## src/common/gssr_pkg.sv

```systemverilog
// constants for the bus status and service request block
`default_nettype none
package gssr_pkg;
    // apb byte offsets
    localparam logic [7:0] REG_CFG = 8'h00;
    localparam logic [7:0] REG_STAT = 8'h04;
    localparam logic [7:0] REG_ESR = 8'h08;
    localparam logic [7:0] REG_ESE = 8'h0c;
    localparam logic [7:0] REG_SRE = 8'h10;
    localparam logic [7:0] REG_STB = 8'h14;
    localparam logic [7:0] REG_OPCND = 8'h18;
    localparam logic [7:0] REG_OPEV = 8'h1c;
    localparam logic [7:0] REG_OPEN = 8'h20;
    localparam logic [7:0] REG_CMD = 8'h24;
    localparam int CMD_CLS = 0;
    // bus address
    localparam logic [4:0] ADDR_DEF = 5'h0c;
    localparam logic [4:0] ADDR_MIN = 5'h01;
    localparam logic [4:0] ADDR_MAX = 5'h1e;
    localparam logic [4:0] ADDR_UN = 5'h1f;
    // standard event bits
    localparam int ESR_PON = 7;
    localparam int ESR_CME = 5;
    localparam int ESR_EXE = 4;
    localparam int ESR_QYE = 2;
    localparam int ESR_OPC = 0;
    localparam logic [7:0] ESR_RST = 8'h80;
    // status byte bits
    localparam int STB_OSB = 7;
    localparam int STB_MSS = 6;
    localparam int STB_ESB = 5;
    // multiline commands, low seven bits
    localparam logic [6:0] C_GTL = 7'h01;
    localparam logic [6:0] C_SDC = 7'h04;
    localparam logic [6:0] C_LLO = 7'h11;
    localparam logic [6:0] C_DCL = 7'h14;
    localparam logic [6:0] C_SPE = 7'h18;
    localparam logic [6:0] C_SPD = 7'h19;
    localparam logic [1:0] G_LISTEN = 2'h1;
    localparam logic [1:0] G_TALK = 2'h2;
    // characters
    localparam logic [7:0] CH_STAR = 8'h2a;
    localparam logic [7:0] CH_QM = 8'h3f;
    localparam logic [7:0] CH_SEMI = 8'h3b;
    localparam logic [7:0] CH_SP = 8'h20;
    localparam logic [7:0] CH_LF = 8'h0a;
    localparam logic [7:0] CH_CR = 8'h0d;
    localparam logic [7:0] CH_0 = 8'h30;
    localparam logic [7:0] MAX_LEN = 8'hff;
    // common headers
    localparam logic [23:0] H_CLS = 24'h434c53;
    localparam logic [23:0] H_ESE = 24'h455345;
    localparam logic [23:0] H_ESR = 24'h455352;
    localparam logic [23:0] H_SRE = 24'h535245;
    localparam logic [23:0] H_STB = 24'h535442;
    typedef enum logic [1:0] {
        TX_IDLE = 2'b01,
        TX_SEND = 2'b10
    } gssr_tx_t;
endpackage
`default_nettype wire

```

## src/rtl/gssr_top.sv

```systemverilog
// bus control decode, message framing and status reporting
// Behaviour
// - ren asserted enters remote, keypad disabled
// - ifc aborts transfer and unaddresses device
// - srq is the only line driven
// - bytes under atn are commands
// - llo locks front panel until release
// - dcl clears interface activity to idle
// - sdc acts only when listen addressed
// - addressed gtl returns to local
// - serial poll returns status byte
// - response only when talk addressed
// - only the latest query answered
// - condition register live, read only
// - event bits latch, repeats ignored
// - standard events cleared by query or clear, operation events by clear only
// - summary is any enabled event
// - status byte mirrors summaries, non-latching
// - enabled summary sets rqs and srq
// - service request enable read/write
// - register answers in ascii decimal
// - standard event bit positions fixed
// - address 1 to 30, default 12
`default_nettype none
module gssr_top (
    input wire logic mclk,
    input wire logic rst,
    input wire logic atn_n,
    input wire logic ren_n,
    input wire logic ifc_n,
    input wire logic dav_n,
    input wire logic [7:0] dio_n,
    input wire logic srq_n_in,
    output logic srq_n_out,
    output logic srq_oe_n,
    output logic [7:0] resp_data,
    output logic resp_valid,
    output logic resp_last,
    input wire logic resp_ready,
    input wire logic ev_exe,
    input wire logic ev_opc,
    input wire logic [7:0] op_cond,
    output logic remote,
    output logic lockout,
    input wire logic [7:0] paddr,
    input wire logic psel,
    input wire logic penable,
    input wire logic pwrite,
    input wire logic [31:0] pwdata,
    output logic [31:0] prdata,
    output logic pready,
    output logic pslverr
);
    typedef struct packed {
        logic [3:0] pin1;
        logic [3:0] pin2;
        logic [7:0] dio1;
        logic [7:0] dio2;
        logic srq1;
        logic srq2;
        logic dav3;
        logic ren3;
        logic remote;
        logic lockout;
        logic lad;
        logic tad;
        logic spm;
        logic pdone;
        logic [4:0] addr;
        logic [7:0] esr;
        logic [7:0] ese;
        logic [7:0] sre;
        logic [7:0] ope;
        logic [7:0] open;
        logic [7:0] opcp;
        logic [7:0] cnt;
        logic [23:0] hdr;
        logic star;
        logic isq;
        logic inpar;
        logic perr;
        logic uerr;
        logic [7:0] pval;
        logic qpend;
        logic [7:0] qval;
        gssr_pkg::gssr_tx_t tx;
        logic [2:0] tidx;
        logic [7:0] rdat;
        logic rval;
        logic rlast;
        logic pready;
        logic pslverr;
        logic [7:0] prd;
    } gssr_st_t;

    gssr_st_t q;
    gssr_st_t n;
    logic atn, ren, ifc, take, cmd_stb, dat_stb;
    logic clr_ev, esr_rd, poll_go, abort, mss;
    logic [7:0] b, stb, sum, esr_set;
    logic [11:0] acc10;
    logic [7:0] dg_h, dg_t, dg_o;
    logic [2:0] tstart;

    always_comb begin
        n = q;
        // pins are active low; two flops before use
        n.pin1 = {~atn_n, ~ren_n, ~ifc_n, ~dav_n};
        n.pin2 = q.pin1;
        n.dio1 = ~dio_n;
        n.dio2 = q.dio1;
        n.srq1 = ~srq_n_in;
        n.srq2 = q.srq1;
        n.dav3 = q.pin2[0];
        n.ren3 = q.pin2[2];
        atn = q.pin2[3];
        ren = q.pin2[2];
        ifc = q.pin2[1];
        b = q.dio2;
        take = q.pin2[0] & ~q.dav3;
        cmd_stb = take & atn;
        dat_stb = take & ~atn & q.lad;
        clr_ev = 1'b0;
        esr_rd = 1'b0;
        abort = 1'b0;
        esr_set = 8'h00;
        acc10 = ({4'h0, q.pval} * 12'h00a) + {8'h00, b[3:0]};

        // status byte and service request
        sum = 8'h00;
        sum[gssr_pkg::STB_OSB] = |(q.ope & q.open);
        sum[gssr_pkg::STB_ESB] = |(q.esr & q.ese);
        mss = |(sum & q.sre);
        stb = sum;
        stb[gssr_pkg::STB_MSS] = mss;

        // remote and lockout
        if (!ren) begin
            n.remote = 1'b0;
            n.lockout = 1'b0;
        end else if (!q.ren3) begin
            n.remote = 1'b1;
        end

        // multiline commands
        if (cmd_stb) begin
            if (b[6:5] == gssr_pkg::G_LISTEN) begin
                if (b[4:0] == gssr_pkg::ADDR_UN) begin
                    n.lad = 1'b0;
                end else if (b[4:0] == q.addr) begin
                    n.lad = 1'b1;
                    n.tad = 1'b0;
                    if (ren) begin
                        n.remote = 1'b1;
                    end
                end
            end else if (b[6:5] == gssr_pkg::G_TALK) begin
                if (b[4:0] == q.addr) begin
                    n.tad = 1'b1;
                    n.lad = 1'b0;
                end else begin
                    n.tad = 1'b0;
                end
                n.pdone = 1'b0;
            end else if (b[6:0] == gssr_pkg::C_LLO) begin
                n.lockout = ren;
            end else if (b[6:0] == gssr_pkg::C_DCL) begin
                abort = 1'b1;
            end else if (b[6:0] == gssr_pkg::C_SDC) begin
                abort = q.lad;
            end else if (b[6:0] == gssr_pkg::C_GTL) begin
                if (q.lad) begin
                    n.remote = 1'b0;
                end
            end else if (b[6:0] == gssr_pkg::C_SPE) begin
                n.spm = 1'b1;
                n.pdone = 1'b0;
            end else if (b[6:0] == gssr_pkg::C_SPD) begin
                n.spm = 1'b0;
            end
        end

        // message framing of listened data
        if (dat_stb) begin
            if (q.cnt == gssr_pkg::MAX_LEN) begin
                n.uerr = 1'b1;
            end else begin
                n.cnt = q.cnt + 8'h01;
            end
            if (b == gssr_pkg::CH_LF || b == gssr_pkg::CH_SEMI) begin
                if (q.star) begin
                    if (q.uerr) begin
                        esr_set[gssr_pkg::ESR_CME] = 1'b1;
                    end else if (q.hdr == gssr_pkg::H_CLS && !q.isq) begin
                        clr_ev = 1'b1;
                    end else if (q.hdr == gssr_pkg::H_ESE && q.isq) begin
                        n.qval = q.ese;
                    end else if (q.hdr == gssr_pkg::H_SRE && q.isq) begin
                        n.qval = q.sre;
                    end else if (q.hdr == gssr_pkg::H_STB && q.isq) begin
                        n.qval = stb;
                    end else if (q.hdr == gssr_pkg::H_ESR && q.isq) begin
                        n.qval = q.esr;
                        esr_rd = 1'b1;
                    end else if (q.hdr == gssr_pkg::H_ESE && q.inpar && !q.perr) begin
                        n.ese = q.pval;
                    end else if (q.hdr == gssr_pkg::H_SRE && q.inpar && !q.perr) begin
                        n.sre = q.pval;
                    end else begin
                        esr_set[gssr_pkg::ESR_CME] = 1'b1;
                    end
                    if (q.isq && !q.uerr) begin
                        // latest query replaces any unanswered one
                        n.qpend = 1'b1;
                        esr_set[gssr_pkg::ESR_QYE] = q.qpend;
                    end
                end else if (q.uerr) begin
                    esr_set[gssr_pkg::ESR_CME] = 1'b1;
                end
                n.hdr = 24'h000000;
                n.star = 1'b0;
                n.isq = 1'b0;
                n.inpar = 1'b0;
                n.perr = 1'b0;
                n.uerr = 1'b0;
                n.pval = 8'h00;
                if (b == gssr_pkg::CH_LF) begin
                    n.cnt = 8'h00;
                end
            end else if (b == gssr_pkg::CH_CR) begin
                n.cnt = n.cnt;
            end else if (q.inpar) begin
                if (b >= gssr_pkg::CH_0 && b <= 8'h39) begin
                    n.pval = acc10[7:0];
                    n.perr = q.perr | (acc10 > 12'h0ff);
                end else if (b != gssr_pkg::CH_SP) begin
                    n.perr = 1'b1;
                end
            end else if (b == gssr_pkg::CH_SP) begin
                n.inpar = 1'b1;
            end else if (b == gssr_pkg::CH_QM) begin
                n.isq = 1'b1;
            end else if (b == gssr_pkg::CH_STAR) begin
                if (q.hdr == 24'h000000 && !q.star) begin
                    n.star = 1'b1;
                end else begin
                    n.uerr = 1'b1;
                end
            end else begin
                n.hdr = {q.hdr[15:0], b};
            end
        end

        // interface clear and device clear
        if (ifc) begin
            n.lad = 1'b0;
            n.tad = 1'b0;
            n.spm = 1'b0;
            abort = 1'b1;
        end
        if (abort) begin
            n.cnt = 8'h00;
            n.hdr = 24'h000000;
            n.star = 1'b0;
            n.isq = 1'b0;
            n.inpar = 1'b0;
            n.perr = 1'b0;
            n.uerr = 1'b0;
            n.pval = 8'h00;
            n.qpend = 1'b0;
        end

        // response path
        dg_h = q.qval / 8'h64;
        dg_t = (q.qval / 8'h0a) % 8'h0a;
        dg_o = q.qval % 8'h0a;
        tstart = (q.qval >= 8'h64) ? 3'h0 : ((q.qval >= 8'h0a) ? 3'h1 : 3'h2);
        poll_go = q.spm && q.tad && n.tad && !q.pdone && !q.rval && !abort
            && q.tx == gssr_pkg::TX_IDLE;
        if (q.rval && resp_ready) begin
            n.rval = 1'b0;
        end
        if (poll_go) begin
            n.rdat = stb;
            n.rlast = 1'b1;
            n.rval = 1'b1;
            n.pdone = 1'b1;
        end else if (q.tx == gssr_pkg::TX_IDLE) begin
            if (q.tad && !q.spm && q.qpend && !q.rval) begin
                n.tx = gssr_pkg::TX_SEND;
                n.tidx = tstart;
            end
        end else if (!q.rval || resp_ready) begin
            n.rval = 1'b1;
            n.rlast = (q.tidx == 3'h4);
            n.tidx = q.tidx + 3'h1;
            if (q.tidx == 3'h0) begin
                n.rdat = gssr_pkg::CH_0 + dg_h;
            end else if (q.tidx == 3'h1) begin
                n.rdat = gssr_pkg::CH_0 + dg_t;
            end else if (q.tidx == 3'h2) begin
                n.rdat = gssr_pkg::CH_0 + dg_o;
            end else if (q.tidx == 3'h3) begin
                n.rdat = gssr_pkg::CH_CR;
            end else begin
                n.rdat = gssr_pkg::CH_LF;
                n.tx = gssr_pkg::TX_IDLE;
                n.qpend = 1'b0;
            end
        end
        // talk address lost at this edge drops the answer too
        if (abort || !q.tad || !n.tad) begin
            n.tx = gssr_pkg::TX_IDLE;
            n.rval = 1'b0;
        end

        // apb slave, one wait state
        if (psel && penable && !q.pready) begin
            n.pready = 1'b1;
            n.pslverr = 1'b0;
            n.prd = 8'h00;
            if (paddr == gssr_pkg::REG_CFG) begin
                n.prd = {3'h0, q.addr};
            end else if (paddr == gssr_pkg::REG_STAT) begin
                n.prd = {2'h0, q.srq2, q.spm, q.tad, q.lad, q.lockout, q.remote};
            end else if (paddr == gssr_pkg::REG_ESR) begin
                n.prd = q.esr;
            end else if (paddr == gssr_pkg::REG_ESE) begin
                n.prd = q.ese;
            end else if (paddr == gssr_pkg::REG_SRE) begin
                n.prd = q.sre;
            end else if (paddr == gssr_pkg::REG_STB) begin
                n.prd = stb;
            end else if (paddr == gssr_pkg::REG_OPCND) begin
                n.prd = op_cond;
            end else if (paddr == gssr_pkg::REG_OPEV) begin
                n.prd = q.ope;
            end else if (paddr == gssr_pkg::REG_OPEN) begin
                n.prd = q.open;
            end else if (paddr != gssr_pkg::REG_CMD) begin
                n.pslverr = 1'b1;
            end
        end else begin
            n.pready = 1'b0;
            n.pslverr = 1'b0;
        end
        if (psel && penable && q.pready && pwrite) begin
            if (paddr == gssr_pkg::REG_CFG) begin
                if (pwdata[4:0] >= gssr_pkg::ADDR_MIN && pwdata[4:0] <= gssr_pkg::ADDR_MAX) begin
                    n.addr = pwdata[4:0];
                end
            end else if (paddr == gssr_pkg::REG_ESE) begin
                n.ese = pwdata[7:0];
            end else if (paddr == gssr_pkg::REG_SRE) begin
                n.sre = pwdata[7:0];
            end else if (paddr == gssr_pkg::REG_OPEN) begin
                n.open = pwdata[7:0];
            end else if (paddr == gssr_pkg::REG_CMD) begin
                clr_ev = pwdata[gssr_pkg::CMD_CLS];
            end
        end

        // event latching; a new event wins over a clear
        esr_set[gssr_pkg::ESR_EXE] = ev_exe;
        esr_set[gssr_pkg::ESR_OPC] = ev_opc;
        n.opcp = op_cond;
        n.esr = ((clr_ev || esr_rd) ? 8'h00 : q.esr) | esr_set;
        n.ope = (clr_ev ? 8'h00 : q.ope) | (op_cond & ~q.opcp);
    end

    always_ff @(posedge mclk or posedge rst) begin
        if (rst) begin
            q <= '0;
            q.esr <= gssr_pkg::ESR_RST;
            q.addr <= gssr_pkg::ADDR_DEF;
            q.tx <= gssr_pkg::TX_IDLE;
        end else begin
            q <= n;
        end
    end

    assign srq_n_out = 1'b0;
    assign srq_oe_n = ~mss;
    assign resp_data = q.rdat;
    assign resp_valid = q.rval;
    assign resp_last = q.rlast;
    assign remote = q.remote;
    assign lockout = q.lockout;
    assign prdata = {24'h000000, q.prd};
    assign pready = q.pready;
    assign pslverr = q.pslverr;
endmodule
`default_nettype wire

```

## config.mk

```make
export PLATFORM = sky130hd
export DESIGN_NAME = gssr_top
export DESIGN_NICKNAME = d
export VERILOG_FILES = /design/src/common/gssr_pkg.sv /design/src/rtl/gssr_top.sv
export SDC_FILE = /design/constraint.sdc
export NUM_CORES = 1
export LEC_CHECK = 0
export BUFFER_PORTS_ARGS = -buffer_cell sky130_fd_sc_hd__buf_2
export CAP_MARGIN = 20
export CORE_MARGIN = 1.5
export CORE_UTILIZATION = 35
export CTS_CLUSTER_SIZE = 16
export DETAILED_ROUTE_END_ITERATION = 12
export HOLD_SLACK_MARGIN = 0.12
export PLACE_DENSITY = 0.61
export SYNTH_ARGS = -nofsm -noshare
export SYNTH_HDL_FRONTEND = slang
export SYNTH_SLANG_ARGS = --single-unit
```

## constraint.sdc

```tcl
create_clock -name mclk -period 7.9 [get_ports mclk]
set_input_delay 0.79 -clock mclk [delete_from_list [all_inputs] [get_ports mclk]]
set_output_delay 0.79 -clock mclk [all_outputs]
set_load 0.005 [all_outputs]
```

==> results.md <==
- Number of flops mapped to enable cells by yosys: 0
- Routability cong.: between 0.8 and 0.9
- Run status: complete, no violations
- TritonRoute pass-1 iters: 7
- Arr. time, crit path: 4.93 ns
- Iteration-0 DRC Markers: 734
- Starting Density: 0.3579
- Core area: 27100 um2
- Seq/Total Area, Yosys: 0.4210
- Remaining DRCs: 0
- Slew Limit Headroom: 0.3101
- Die span in y: approximately 170 um
- CTS Hold Bufs: 0
- Detailed placer's ending HPWL: 18370 um
- Final Non-Filler Cells: 1477
- R2R depth: 18
- Static leakage: 4.754 nW
- CP Capture Type: flip-flop
- Worst Hold Path EP: n[139]
- Area Overhead vs Synth: 10.89%
- Post-synthesis cell count: approximately 1100
- Antenna Nets Post-Route: 0
- Worst hold path cell count: 0
- Die W: 169.5 um
- Clock Latency Late Sink: 0.43 ns
- Clock sink count: 163
- Cts bufs inserted: 17
- Yosys top cell area share: 0.4102
- WL/cell: 17.00 um
- WP data required: 8.21 ns
- Gr usage total: 0.1786
- Critical path origin: q[29]
- Cell total after placement: 1444
- WS Path Type: flip-flop to flip-flop
- Via count: about 8000
- Max_cap viols: 0
- Setup TNS: 0 ns
- I/O pins: between 100 and 150
- Synth async-reset ratio: 1.000
- RSZ-0062 raised after global routing: no
- Nets: 1190
- Register area: 4084 um2
- Mapped cell area: 9701 um2
- R2r setup slk: 3.28 ns
- Critical path peak fanout: 24
- Final Hold Fails: 0
- Final period util: 0.5845
- Area of the multi-input gates: 5054 um2
- Overall power: 1.790 mW
- Fraction of layout cells with a size suffix above 1: 0.1403
- Post-synthesis average cell area: 9.177 um2
- First-pass GRT wire length: 40460 um
- HP Start: n[158]
- Die area: 28720 um2
- Fin. max-slew vios: 0
- Antenna violations before repair: 0
- DR vias/cell: 5.421
- Post-CTS sizing: 0
- Synthesized flop and latch total: 163
- Crit Reg-Reg Startpoint: q[29]
- Root Buffer: clkbuf_16
- Largest area contributor in the netlist: dfrtp_1
- Worst IR drop on VDD: approximately 150 uV
- N_diodes: 0
- Max Fclk: 216.6 MHz
- Postcts setup bufs: 0
- Setup crit start kind: flip-flop
- DRT Wirelength: 25110 um
- I/O Buffers: 67
- Clk buf depth: 2
- Setup Viol. Count Final: 0
- Global route overflow: 0
- CTS H-tree lvls: 4
- Clk_skew: 0.01512 ns
- Final min period: about 4.6 ns
- Yosys cell types: 87
- Worst slew pin tran: around 1.0 ns
- Worst-path clk slew: 0.07 ns
- CTS tree: yes
- Vias in the first global route: about 7400
- Pin count of the biggest net entering global routing: between 90 and 100
- Critical R2R Capture: resp_data[5]
- Hold Crit Class: flip-flop to flip-flop
- Synth Warn #: 0
- Pwr/cell area: 166.4 nW/um2
- Fill cell count: 2702
- Most used DFF post-synth: dfrtp_1
- Largest cells by area after synthesis: dfrtp_1 41%, nand2_1 4.5%, ha_1 3.5%, buf_4 3.3%, o21ai_0 3.1%
- Rows: 60
-- power breakdown --
group | switching, mW | internal, mW | leakage [nW]
clock network | 0.384 | 0.451 | 0.283
logic | 0.0604 | 0.0296 | 2.38
registers | 0.0157 | 0.849 | 2.09
-- routing by layer --
metal / share of wire / vias to the layer above / GRT usage
li1: - / 3861 / -
met1: 0.47 / 3901 / 0.2532
met2: 0.46 / 213 / 0.2773
met3: 0.052 / 32 / 0.02985
met4: 0.019 / 0 / 0.05694
met5: 0 / - / 0
-- synth_stat cells (12+ instances only) --
| library cell | instances |
|---|---|
| nand2_1 | 117 |
| mux2i_1 | 12 |
| nand3_1 | 52 |
| xnor2_1 | 19 |
| ha_1 | 27 |
| clkbuf_1 | 36 |
| a31oi_1 | 14 |
| a22o_1 | 29 |
| buf_4 | 42 |
| nor3_1 | 24 |
| a21oi_1 | 38 |
| mux2_2 | 19 |
| nand2b_1 | 17 |
| nor2b_1 | 16 |
| nor2_1 | 69 |
| and2_1 | 12 |
| o211ai_1 | 13 |
| dfrtp_1 | 159 |
| nand3b_1 | 16 |
| inv_1 | 50 |
| o21ai_0 | 61 |
-- layout by cell type (no fill, tap or decap), types with 11 or more instances in the layout --
cell,Yosys,layout
clkbuf_16,0,17
a22o_1,29,29
nand3_1,52,52
o211ai_1,13,13
a21oi_1,38,38
nand2b_1,17,17
mux2_2,19,19
nand2_1,117,117
and2_1,12,12
o21ai_0,61,61
conb_1,2,27
nor2_1,69,69
inv_1,50,49
nor3_1,24,23
xnor2_1,19,19
a31oi_1,14,14
nand3b_1,16,16
nor2b_1,16,16
dfrtp_1,159,159
o22ai_1,11,11
mux2i_1,12,12
ha_1,27,27
buf_2,1,68
-- registers in the layout (all words and copies together) (netlist names), 8 cells and up --
| signal | cells |
|---|---|
| b | 8 |
| n | 15 |
| prdata | 8 |
| q | 116 |
| resp_data | 8 |
-- kinds of logic (layout without fill, tap and decap cells) --
kind of cell / Yosys count / in the layout / synth area share
other cells: 2 / 27 / 0.0007742
mux: 31 / 31 / 0.03444
fa+ha+maj: 30 / 30 / 0.03998
buf+inv: 132 / 155 / 0.06823
xor+xnor: 22 / 22 / 0.01986
compound gates: 262 / 262 / 0.1877
simple gates: 415 / 415 / 0.2280
flops: 163 / 163 / 0.4210
-- area by class of cell --
type | instances | area share
multi-input combinational | 787 | 0.4698
inverter | 50 | 0.01791
sequential | 163 | 0.3797
clock buffer | 18 | 0.03990
tap | 372 | 0.04327
timing repair buffer | 73 | 0.03513
clock inverter | 14 | 0.01431
-- critical path, cell delays in order (launching register included) --
cell      delay, ns
dfrtp_1        0.64
nand2b_1       0.40
a22oi_1        0.23
and2_1         0.22
ha_1           0.22
nand2_1        0.06
a221oi_1       0.60
or3_1          0.20
o21ai_0        0.16
ha_1           0.27
a32o_1         0.22
a311oi_1       0.25
and3_1         0.22
nor2_1         0.05
ha_1           0.29
a21oi_1        0.06
nor2_1         0.09
nor3_1         0.05
a221o_1        0.28
-- worst max-delay path by stage --
stage | end | slack [ns] | cells past startpoint
floorplan | atn | 2.71 | 1
global placement | resp_data[5] | 3.40 | 18
detailed placement | resp_data[5] | 3.35 | 18
CTS | resp_data[5] | 3.33 | 18
global route | resp_data[5] | 2.89 | 18
finish | resp_data[5] | 3.28 | 18
-- metrics by stage --
stage / area (um2) / hold slack, ns / utilization / setup WS [ns]
floorplan: 9794 / 0.3312 / - / 2.712
global placement: 10170 / 0.3328 / 0.3752 / 3.398
detailed placement: 10170 / 0.3347 / 0.3752 / 3.353
CTS: 10750 / 0.3512 / 0.3967 / 3.325
global route: 10760 / 0.3547 / 0.3969 / 2.892
finish: 10760 / 0.3494 / 0.3969 / 3.282
Note: power is estimated with default switching activity, not from simulation.
